[config.mk]
export PLATFORM = sky130hd
export DESIGN_NAME = mhsp_port
export DESIGN_NICKNAME = d
export VERILOG_FILES = /design/src/logic/mhsp_pkg.sv /design/src/logic/mhsp_sync.sv /design/src/logic/mhsp_uart_tx.sv /design/src/logic/mhsp_port.sv
export VERILOG_INCLUDE_DIRS = /design/src /design/src/logic
export SDC_FILE = /design/constraint.sdc
export NUM_CORES = 1
export LEC_CHECK = 0
export BUFFER_PORTS_ARGS = -buffer_cell sky130_fd_sc_hd__buf_2
export CAP_MARGIN = 15
export CORE_MARGIN = 2
export CORE_UTILIZATION = 40
export CTS_CLUSTER_DIAMETER = 50
export DETAILED_ROUTE_END_ITERATION = 8
export SKIP_CTS_REPAIR_TIMING = 1
export SYNTH_ARGS = -nofsm -noshare
export SYNTH_HDL_FRONTEND = slang
export SYNTH_SLANG_ARGS = --single-unit
[constraint.sdc]
create_clock -name sys_clk -period 3.54 [get_ports sys_clk]
set_clock_uncertainty 0.05 [all_clocks]
set_input_delay 0.177 -clock sys_clk [delete_from_list [all_inputs] [get_ports sys_clk]]
set_output_delay 0.177 -clock sys_clk [all_outputs]
set_load 0.02 [all_outputs]
[src/logic/mhsp_map.svh]
// offsets, field positions, reset values and timing of the host port
`ifndef MHSP_MAP_SVH
`define MHSP_MAP_SVH
`define MHSP_SEL_OFS    8'h50
`define MHSP_FLOW_BIT   2
`define MHSP_FLOW_RST   1'b0
`define MHSP_FS_RD_OFS  8'hCC
`define MHSP_FS_WR_OFS  8'h56
`define MHSP_I2C_ID0    8'h44
`define MHSP_I2C_ID1    8'h46
`define MHSP_SPI_WR_OP  8'h80
`define MHSP_SPI_RD_OP  8'h00
`define MHSP_CMD_OP     7:6
`define MHSP_CMD_CNT    5:0
`define MHSP_CLK_MHZ    200
`define MHSP_BIT_NS     1000
`define MHSP_BIT_CYC    ((`MHSP_BIT_NS * `MHSP_CLK_MHZ) / 1000)
`endif

[src/logic/mhsp_pkg.sv]
// types shared by the host port modules
`default_nettype none
package mhsp_pkg;
  typedef enum logic [1:0] {MHSP_I2C, MHSP_SPI, MHSP_UART, MHSP_NONE}
    mhsp_mode_t;
  typedef enum logic [1:0] {UOP_BRST, UOP_WR, UOP_RD, UOP_STOP} mhsp_uop_t;
  typedef enum logic [2:0] {I2C_IDLE, I2C_DEV, I2C_REG, I2C_WR, I2C_RD}
    mhsp_i2c_st_t;
  typedef enum logic [2:0] {U_SKIP, U_CMD, U_ADDR, U_WR, U_RDC, U_RDO,
                            U_DRAIN} mhsp_uart_st_t;
  typedef enum logic [1:0] {RX_IDLE, RX_START, RX_DATA, RX_STOP}
    mhsp_rx_st_t;
endpackage : mhsp_pkg
`default_nettype wire

[src/logic/mhsp_sync.sv]
// three-stage pin synchroniser, output moves once stages two and three agree
`timescale 1ns/1ps
`default_nettype none
module mhsp_sync
  import mhsp_pkg::*;
#(
  parameter int W = 4
) (
  input  wire logic         sys_clk,
  input  wire logic         rst,
  input  wire logic [W-1:0] async_in,
  output logic      [W-1:0] level
);
  typedef struct packed {
    logic [W-1:0] s1;
    logic [W-1:0] s2;
    logic [W-1:0] s3;
    logic [W-1:0] lv;
  } mhsp_sync_st_t;
  mhsp_sync_st_t q, d;

  initial begin
    if (W < 1) $error("mhsp_sync: width must be at least one");
  end

  always_comb begin
    d    = q;
    d.s1 = async_in;
    d.s2 = q.s1;
    d.s3 = q.s2;
    for (int i = 0; i < W; i++) begin
      if (q.s2[i] == q.s3[i]) d.lv[i] = q.s3[i];
    end
  end

  // idle pins sit high, so start from ones to avoid a false edge
  always_ff @(posedge sys_clk) begin
    if (rst) q <= '1;
    else q <= d;
  end

  assign level = q.lv;
endmodule : mhsp_sync
`default_nettype wire

[src/logic/mhsp_uart_tx.sv]
// serial transmitter: start bit, eight data bits lsb first, stop bit
`timescale 1ns/1ps
`default_nettype none
`include "mhsp_map.svh"
module mhsp_uart_tx
  import mhsp_pkg::*;
#(
  parameter int BIT_CYC = `MHSP_BIT_CYC
) (
  input  wire logic       sys_clk,
  input  wire logic       rst,
  input  wire logic       start,
  input  wire logic [7:0] data,
  output logic            busy,
  output logic            txd
);
  typedef struct packed {
    logic [8:0]  sh;
    logic [3:0]  nbit;
    logic [15:0] cnt;
    logic        busy;
    logic        txd;
  } mhsp_tx_st_t;
  mhsp_tx_st_t q, d;

  initial begin
    if (BIT_CYC < 4 || BIT_CYC > 65535) $error("mhsp_uart_tx: bad BIT_CYC");
  end

  always_comb begin
    d = q;
    if (!q.busy) begin
      if (start) begin
        d.sh   = {1'b1, data};
        d.txd  = 1'b0;
        d.nbit = 4'h9;
        d.cnt  = 16'(BIT_CYC - 1);
        d.busy = 1'b1;
      end
    end else if (q.cnt != 16'h0000) begin
      d.cnt = q.cnt - 16'h0001;
    end else if (q.nbit == 4'h0) begin
      d.busy = 1'b0;
    end else begin
      d.txd  = q.sh[0];
      d.sh   = {1'b1, q.sh[8:1]};
      d.nbit = q.nbit - 4'h1;
      d.cnt  = 16'(BIT_CYC - 1);
    end
  end

  always_ff @(posedge sys_clk) begin
    if (rst) begin
      q     <= '0;
      q.txd <= 1'b1;
    end else begin
      q <= d;
    end
  end

  assign busy = q.busy;
  assign txd  = q.txd;
endmodule : mhsp_uart_tx
`default_nettype wire

[src/logic/mhsp_port.sv]
// host register port: spi, i2c and flow-controlled uart slaves
//------------------------------------------------------------------------
//------------------------------------------------------------------------
`timescale 1ns/1ps
`default_nettype none
`include "mhsp_map.svh"
module mhsp_port
  import mhsp_pkg::*;
#(
  parameter int BIT_CYC = `MHSP_BIT_CYC
) (
  input  wire logic [1:0]  detected_mode,
  input  wire logic        sys_clk,
  input  wire logic        rst,
  input  wire logic        port_serial_clock_i,
  output logic             port_serial_clock_o,
  output logic             port_serial_clock_oe,
  input  wire logic        port_master_out_i,
  output logic             port_master_out_o,
  output logic             port_master_out_oe,
  input  wire logic        port_slave_out_i,
  output logic             port_slave_out_o,
  output logic             port_slave_out_oe,
  input  wire logic        port_select_rx_i,
  output logic      [7:0]  reg_addr,
  output logic      [7:0]  reg_wdata,
  output logic             reg_wr,
  output logic             reg_rd,
  input  wire logic [7:0]  reg_rdata,
  output logic             fs_rd,
  input  wire logic [7:0]  fs_rdata,
  output logic             fs_wr,
  output logic      [63:0] fs_wdata
);
  //----------------------------------------------------------------------
  // state
  //----------------------------------------------------------------------
  typedef struct packed {
    mhsp_mode_t    mode;
    logic          fc_en;
    logic [7:0]    addr;
    logic [7:0]    reg_addr;
    logic [7:0]    reg_wdata;
    logic          reg_wr;
    logic          reg_rd;
    logic          fs_rd;
    logic          loc_rd;
    logic          fs_wr;
    logic [63:0]   fs_wdata;
    logic [55:0]   pk;
    logic [2:0]    pk_n;
    logic          sclk_p;
    logic          sda_p;
    logic          ss_p;
    logic [2:0]    spi_bit;
    logic [1:0]    spi_byte;
    logic          spi_wr;
    logic [7:0]    rx8;
    logic [7:0]    tx;
    mhsp_i2c_st_t  i2_st;
    logic [3:0]    i2_cnt;
    mhsp_rx_st_t   rx_st;
    logic [15:0]   rx_cnt;
    logic [2:0]    rx_bit;
    logic [7:0]    rx_sh;
    mhsp_uart_st_t u_st;
    mhsp_uop_t     u_op;
    logic [5:0]    u_cnt;
    logic          u_pend;
    logic          u_have;
    logic          tx_go;
    logic          sclk_o;
    logic          sclk_oe;
    logic          mo_o;
    logic          mo_oe;
    logic          so_o;
    logic          so_oe;
  } mhsp_port_st_t;
  mhsp_port_st_t q, d;

  logic [3:0] pins_s;
  logic       sclk_s, mo_s, so_s, ss_s;
  logic       tx_busy, txd_w;
  logic       rd_go, wr_go, rd_done, rx_byte, cts_hold;
  logic       sclk_rise, sclk_fall;
  logic [7:0] wb, rdat, bval;

  initial begin
    if (BIT_CYC < 4 || BIT_CYC > 65535) $error("mhsp_port: bad BIT_CYC");
  end

  function automatic logic [7:0] mhsp_inc(input logic [7:0] a);
    return a + 8'h01;
  endfunction : mhsp_inc

  mhsp_sync #(.W(4)) u_sync (
    .sys_clk  (sys_clk),
    .rst      (rst),
    .async_in ({port_serial_clock_i, port_master_out_i,
                port_slave_out_i, port_select_rx_i}),
    .level    (pins_s)
  );
  assign {sclk_s, mo_s, so_s, ss_s} = pins_s;

  mhsp_uart_tx #(.BIT_CYC(BIT_CYC)) u_tx (
    .sys_clk (sys_clk),
    .rst     (rst),
    .start   (q.tx_go),
    .data    (q.tx),
    .busy    (tx_busy),
    .txd     (txd_w)
  );

  assign sclk_rise = sclk_s & ~q.sclk_p;
  assign sclk_fall = ~sclk_s & q.sclk_p;
  assign rd_done   = q.reg_rd | q.fs_rd | q.loc_rd;
  assign cts_hold  = q.fc_en & so_s;
  assign rdat = q.fs_rd  ? fs_rdata :
                q.loc_rd ? {5'b0_0000, q.fc_en, q.mode} : reg_rdata;

  //----------------------------------------------------------------------
  // protocol engines
  //----------------------------------------------------------------------
  always_comb begin
    d        = q;
    rd_go    = 1'b0;
    wr_go    = 1'b0;
    rx_byte  = 1'b0;
    wb       = 8'h00;
    bval     = {q.rx8[6:0], mo_s};
    d.reg_wr = 1'b0;
    d.reg_rd = 1'b0;
    d.fs_rd  = 1'b0;
    d.loc_rd = 1'b0;
    d.fs_wr  = 1'b0;
    d.tx_go  = 1'b0;
    d.mode   = mhsp_mode_t'(detected_mode);
    d.sclk_p = sclk_s;
    d.sda_p  = so_s;
    d.ss_p   = ss_s;

    // spi: both served modes sample on rise and shift on fall
    if (q.mode == MHSP_SPI) begin
      d.so_oe = ~ss_s;
      if (ss_s) begin
        d.spi_bit  = 3'h0;
        d.spi_byte = 2'h0;
      end else if (sclk_rise) begin
        d.rx8     = bval;
        d.spi_bit = q.spi_bit + 3'h1;
        if (q.spi_bit == 3'h7) begin
          if (q.spi_byte != 2'h3) d.spi_byte = q.spi_byte + 2'h1;
          unique case (q.spi_byte)
            2'h0: d.spi_wr = (bval == `MHSP_SPI_WR_OP);
            2'h1: d.addr = bval;
            2'h2: rd_go = ~q.spi_wr;
            2'h3: begin
              rd_go = ~q.spi_wr;
              wr_go = q.spi_wr;
              wb    = bval;
            end
          endcase
        end
      end else if (sclk_fall) begin
        d.so_o = q.tx[7];
        d.tx   = {q.tx[6:0], 1'b0};
      end
      if (rd_done) d.tx = rdat;
    end

    // i2c: sda pulled low only by output enable, scl never driven
    if (q.mode == MHSP_I2C) begin
      d.so_o = 1'b0;
      if (q.sclk_p && sclk_s && q.sda_p && !so_s) begin
        d.i2_st  = I2C_DEV;
        d.i2_cnt = 4'h0;
        d.so_oe  = 1'b0;
      end else if (q.sclk_p && sclk_s && !q.sda_p && so_s) begin
        d.i2_st = I2C_IDLE;
        d.so_oe = 1'b0;
      end else if (q.i2_st != I2C_IDLE) begin
        if (sclk_rise) begin
          d.i2_cnt = q.i2_cnt + 4'h1;
          if (q.i2_cnt < 4'h8) d.rx8 = {q.rx8[6:0], so_s};
          else if (q.i2_st == I2C_RD) begin
            if (so_s) d.i2_st = I2C_IDLE;
            else rd_go = 1'b1;
          end
        end else if (sclk_fall) begin
          d.so_oe = 1'b0;
          if (q.i2_cnt == 4'h8) begin
            unique case (q.i2_st)
              I2C_DEV: begin
                if (q.rx8[7:1] == (mo_s ? `MHSP_I2C_ID1 :
                                          `MHSP_I2C_ID0) >> 1) begin
                  d.so_oe = 1'b1;
                  d.i2_st = q.rx8[0] ? I2C_RD : I2C_REG;
                  rd_go   = q.rx8[0];
                end else begin
                  d.i2_st = I2C_IDLE;
                end
              end
              I2C_REG: begin
                d.so_oe = 1'b1;
                d.addr  = q.rx8;
                d.i2_st = I2C_WR;
              end
              I2C_WR: begin
                d.so_oe = 1'b1;
                wr_go   = 1'b1;
                wb      = q.rx8;
              end
              I2C_RD, I2C_IDLE: d.so_oe = 1'b0;
            endcase
          end else if (q.i2_st == I2C_RD && q.i2_cnt != 4'h0) begin
            d.so_oe = ~q.tx[7];
            d.tx    = {q.tx[6:0], 1'b0};
          end
          if (q.i2_cnt == 4'h9) d.i2_cnt = 4'h0;
        end
      end
      if (rd_done) d.tx = rdat;
    end

    // uart receiver, sampled at mid-bit
    if (q.mode == MHSP_UART) begin
      if (q.rx_cnt != 16'h0000) d.rx_cnt = q.rx_cnt - 16'h0001;
      unique case (q.rx_st)
        RX_IDLE: if (q.ss_p && !ss_s) begin
          d.rx_st  = RX_START;
          d.rx_cnt = 16'(BIT_CYC / 2 - 1);
        end
        RX_START: if (q.rx_cnt == 16'h0000) begin
          d.rx_st  = ss_s ? RX_IDLE : RX_DATA;
          d.rx_cnt = 16'(BIT_CYC - 1);
          d.rx_bit = 3'h0;
        end
        RX_DATA: if (q.rx_cnt == 16'h0000) begin
          d.rx_sh  = {ss_s, q.rx_sh[7:1]};
          d.rx_bit = q.rx_bit + 3'h1;
          d.rx_cnt = 16'(BIT_CYC - 1);
          if (q.rx_bit == 3'h7) d.rx_st = RX_STOP;
        end
        // no recovery: a bad stop bit simply drops the byte
        RX_STOP: if (q.rx_cnt == 16'h0000) begin
          d.rx_st = RX_IDLE;
          rx_byte = ss_s;
        end
      endcase

      unique case (q.u_st)
        U_SKIP: if (rx_byte) d.u_st = U_CMD;
        U_CMD: if (rx_byte && !cts_hold) begin
          d.u_op  = mhsp_uop_t'(q.rx_sh[`MHSP_CMD_OP]);
          d.u_cnt = q.rx_sh[`MHSP_CMD_CNT];
          if (q.rx_sh[`MHSP_CMD_OP] != 2'b11) d.u_st = U_ADDR;
        end
        U_ADDR: if (rx_byte) begin
          d.addr = q.rx_sh;
          unique case (q.u_op)
            UOP_WR:   d.u_st = U_WR;
            UOP_BRST: d.u_st = U_RDC;
            UOP_RD:   d.u_st = U_RDO;
            UOP_STOP: d.u_st = U_CMD;
          endcase
        end
        U_WR: if (rx_byte) begin
          wr_go = 1'b1;
          wb    = q.rx_sh;
          if (q.u_cnt == 6'h00) d.u_st = U_CMD;
          else d.u_cnt = q.u_cnt - 6'h01;
        end
        U_RDO: if (rx_byte && !cts_hold &&
                   q.rx_sh[`MHSP_CMD_OP] == 2'b11) begin
          d.u_st = U_DRAIN;
        end
        U_DRAIN: if (!tx_busy && !q.tx_go && !q.u_pend) begin
          d.u_st   = U_CMD;
          d.u_have = 1'b0;
        end
        U_RDC: ;
      endcase

      // prefetch one byte so characters follow back to back
      if ((q.u_st == U_RDC || q.u_st == U_RDO) &&
          !q.u_pend && !q.u_have) begin
        rd_go    = 1'b1;
        d.u_pend = 1'b1;
      end
      if (rd_done && q.u_pend) begin
        d.u_pend = 1'b0;
        d.u_have = (q.u_st == U_RDC || q.u_st == U_RDO);
        d.tx     = rdat;
      end
      if (q.u_have && !tx_busy && !q.tx_go && !cts_hold &&
          (q.u_st == U_RDC || q.u_st == U_RDO)) begin
        d.tx_go  = 1'b1;
        d.u_have = 1'b0;
        if (q.u_st == U_RDC) begin
          if (q.u_cnt == 6'h00) d.u_st = U_DRAIN;
          else d.u_cnt = q.u_cnt - 6'h01;
        end
      end
      d.sclk_o = txd_w;
      d.mo_o   = cts_hold || q.u_st == U_RDC ||
                 q.u_st == U_DRAIN;
      d.so_oe  = 1'b0;
    end
    d.sclk_oe = (q.mode == MHSP_UART);
    d.mo_oe   = (q.mode == MHSP_UART);
    if (q.mode == MHSP_NONE) d.so_oe = 1'b0;

    //--------------------------------------------------------------------
    // shared register and frame store access
    //--------------------------------------------------------------------
    if (rd_go) begin
      if (q.addr == `MHSP_FS_RD_OFS) begin
        d.fs_rd = 1'b1;
      end else begin
        d.loc_rd   = (q.addr == `MHSP_SEL_OFS);
        d.reg_rd   = (q.addr != `MHSP_SEL_OFS);
        d.reg_addr = q.addr;
        d.addr     = mhsp_inc(q.addr);
      end
    end
    if (wr_go) begin
      if (q.addr == `MHSP_FS_WR_OFS) begin
        d.pk   = {wb, q.pk[55:8]};
        d.pk_n = q.pk_n + 3'h1;
        if (q.pk_n == 3'h7) begin
          d.fs_wr    = 1'b1;
          d.fs_wdata = {wb, q.pk};
        end
      end else begin
        if (q.addr == `MHSP_SEL_OFS) d.fc_en = wb[`MHSP_FLOW_BIT];
        d.reg_wr    = (q.addr != `MHSP_SEL_OFS);
        d.reg_addr  = q.addr;
        d.reg_wdata = wb;
        d.addr      = mhsp_inc(q.addr);
      end
    end
  end

  always_ff @(posedge sys_clk) begin
    if (rst) begin
      q        <= '0;
      q.fc_en  <= `MHSP_FLOW_RST;
      q.mode   <= MHSP_NONE;
      q.sclk_p <= 1'b1;
      q.sda_p  <= 1'b1;
      q.ss_p   <= 1'b1;
      q.sclk_o <= 1'b1;
      q.mo_o   <= 1'b1;
    end else begin
      q <= d;
    end
  end

  assign port_serial_clock_o  = q.sclk_o;
  assign port_serial_clock_oe = q.sclk_oe;
  assign port_master_out_o    = q.mo_o;
  assign port_master_out_oe   = q.mo_oe;
  assign port_slave_out_o     = q.so_o;
  assign port_slave_out_oe    = q.so_oe;
  assign reg_addr  = q.reg_addr;
  assign reg_wdata = q.reg_wdata;
  assign reg_wr    = q.reg_wr;
  assign reg_rd    = q.reg_rd;
  assign fs_rd     = q.fs_rd;
  assign fs_wr     = q.fs_wr;
  assign fs_wdata  = q.fs_wdata;
endmodule : mhsp_port
`default_nettype wire

==> results by group <==
Yosys
  – Post-synth EDFFs: 0
  – Top-count cell post-synth: nand2_1
  – Yosys reg bits: 282
  – Yosys warns: 0
  – Top FF cell, synth: dfxtp_1
  – Synth cell count leaders: 349 x nand2_1, 282 x dfxtp_1, 181 x a21oi_1
  – Top cell type's share of synthesized area: 0.404
  – FFs w/ async S/R, synth: 0
  – Cells after Synth: 1717
  – Syn_nets: 1767
  – Post-synthesis average cell area: 8.14 sq um
  – Most area-consuming cells after synthesis: dfxtp_1 40%, nand2_1 9.4%, a21oi_1 6.5%, buf_4 4.5%, a21oi_2 3.1%
  – Cell variety after synth: 93
  – Synth area leader: dfxtp_1
  – Cell area after synthesis: 14000 sq um
  – Sequential area share after synthesis: 0.404

Finish
  – Area growth from synthesis to layout: 12.1%
  – Nets@finish: 1784
  – # diodes: 0
  – Layout cells sized above 1: 0.183
  – Design Area, Final: 15700 sq um

Detailed routing
  – Drt first pass iters: 6
  – Vias per cell: 5.40
  – Residual DRC: 0
  – Routed WL: 35700 um
  – DR vias: 11900
  – Wirelength per Cell: 16.1 um
  – DRT antenna net count: 0
  – First-iteration detailed-routing DRC count: 861

STA
  – Worst rel slew slack: 0.239
  – Setup violators final: 0
  – Final setup TNS: 0 ns
  – Fin crit share: 0.841
  – Fin. Hold Viols: 1
  – Worst hold slack: -0.0244 ns
  – Least-Margin Pin Slew: 1.14 ns
  – Timing-limited maximum frequency: 336 MHz
  – Final number of max-transition violations: 0
  – RSZ-0062 raised after global routing: no
  – Final Critical Period: 2.98 ns

Clock tree
  – CTS tree: built
  – Clk_lat worst skew: 0.51 ns
  – CTS max path bufs: 3
  – Clock slew at reported path FFs: 0.06 ns
  – CTS root buf: clkbuf_16
  – CTS Buf Count: 37
  – Htree depth: 2
  – TritonCTS sink count: 282

Floorplan
  – DIE HEIGHT: 191 um
  – Die area: 36500 sq um
  – Initial cell density of the core: 0.406
  – # rows: 68
  – Core Region: 34500 sq um
  – Ports: 114
  – Die W: 191 um

Power and ir drop
  – Lkg Pwr: 5.66 nW
  – Clock power frac: 0.465
  – PwrDens: 521 nW/um^2
  – Reg power frac: 0.404
  – Maximum vdd drop: 0.000330 V
  – Psw: 2.17 mW
  – Comb pwr share: 0.131
  – Internal Power: 6.00 mW
  – Switching part of the total power: 0.266

Worst setup path
  – CP arrival: 3.27 ns
  – CP dominant cell by count: nand2_1
  – Slowest cell on the critical path: or4b_2
  – Top Family by Delay on Critical Path: simple AND/OR/NAND/NOR gates
  – Crit. End Element: register
  – Crit-path cells: inv_1, ha_1, or4b_2, a211oi_1, nand2_1, a31o_2, nand2_1, a21oi_1
  – Max FO, Critical Path: 50
  – Startpoint type of the worst setup path: register
  – Required time of the critical path: 3.83 ns
  – Worst path bufs/invs: 1
  – CP peak stage delay: 0.72 ns
  – CP Class: register to register

Place
  – DP Area: 14300 sq um
  – Post-DP HPWL: 24300 um
  – Gpl congestion: 0.874
  – Port bufs: 113

Hold path
  – Hold Crit Class: input pin to register

Global routing
  – First-pass GRT wire length: 58000 um
  – Largest net degree at the start of global routing: 184
  – Initial antenna violation count: 1
  – GRT overflow: 0
  – All-Layer GR Usage: 0.193
  – Vias in the first global route: 11200

Status
  – Failing checks: hold timing
  – Status: complete, but fails checks

Run
  – # Max-Cap Violations: 0
-- state kept, by name, summed over array words and instances, names as in the netlist --
signal	count
q	139
fs_wdata	64
u_tx.q	29
reg_addr	8
reg_wdata	8
u_sync.d	8
bval	7
u_sync.level	4
u_sync.q	4
fs_rd	1
fs_wr	1
port_master_out_o	1
port_master_out_oe	1
port_serial_clock_o	1
port_slave_out_o	1
port_slave_out_oe	1
reg_rd	1
reg_wr	1
u_tx.busy	1
u_tx.txd	1
-- through the flow --
step	worst slack (ns)	utilization	cells	total power, mW	hold slack (ns)
after detailed placement	0.591	0.415	2137	4.41	0.311
after floorplan	0.989	-	1717	4.10	0.231
final	0.563	0.455	2213	8.17	-0.0244
after CTS	0.590	0.451	2200	8.23	-0.220
after global routing	0.326	0.455	2213	8.50	0.00522
after global placement	0.619	0.415	2137	4.39	0.310
-- layout make-up --
type	count	area, sq um
repair buffers	164	1030
inverters	40	151
flip-flops and latches	282	5650
clock inverters	16	214
fillers	3457	18800
clock buffers	47	1040
multi-input cells	1209	7040
well taps	455	569
-- path summary, 6_finish.rpt --
check	startpoint	to	slack (ns)	cells after the start
worst min-delay path	fs_rdata[3]	q[59]	-0.02	3
worst min register to register	u_sync.d[9]	u_sync.d[5]	0.35	1
worst max-delay path	q[80]	q[87]	0.56	8
worst max register to register	q[80]	q[87]	0.56	8
-- power by group through the flow --
stage	clock [mW]	combinational, mW	sequential, mW
floorplan	0	0.750	3.35
global placement	0	1.03	3.37
detailed placement	0	1.04	3.37
CTS	3.89	1.05	3.30
global route	4.02	1.17	3.31
finish	3.79	1.07	3.30
-- routing by layer --
layer	part of all wire	track usage	routed length, um
met1	0.48	0.269	17000
met2	0.44	0.303	15800
met3	0.055	0.0301	1960
met4	0.025	0.0635	898
met5	0	0	0
-- cell usage in the layout, fill, tap and decap left out, drive strengths merged, types with 10 or more instances in the layout --
master       count
or2             20
o211ai          16
a31oi           10
and3            18
nor2            90
nand4           18
a21oi          231
clkbuf          48
ha              26
nor3            30
a211oi          21
or3             13
nor2b           10
mux2i           31
nand2b          14
nand3           40
dlygate4sd3     13
a22oi           27
dfxtp          282
buf            150
inv             42
nor4            12
o21ai           71
nand2          360
-- worst min-delay path, cell delays in order --
cell     delay (ns)
buf_2          0.09
a22oi_1        0.10
o32ai_1        0.12
-- cell families after synthesis --
group,Yosys count,share of synthesized area
fa+ha+maj,26,0.0233
xor+xnor,15,0.00940
buf+inv,226,0.0930
flops,282,0.404
compound gates,461,0.218
mux,34,0.0246
simple gates,673,0.228
Power figures use the tool's default switching activity.
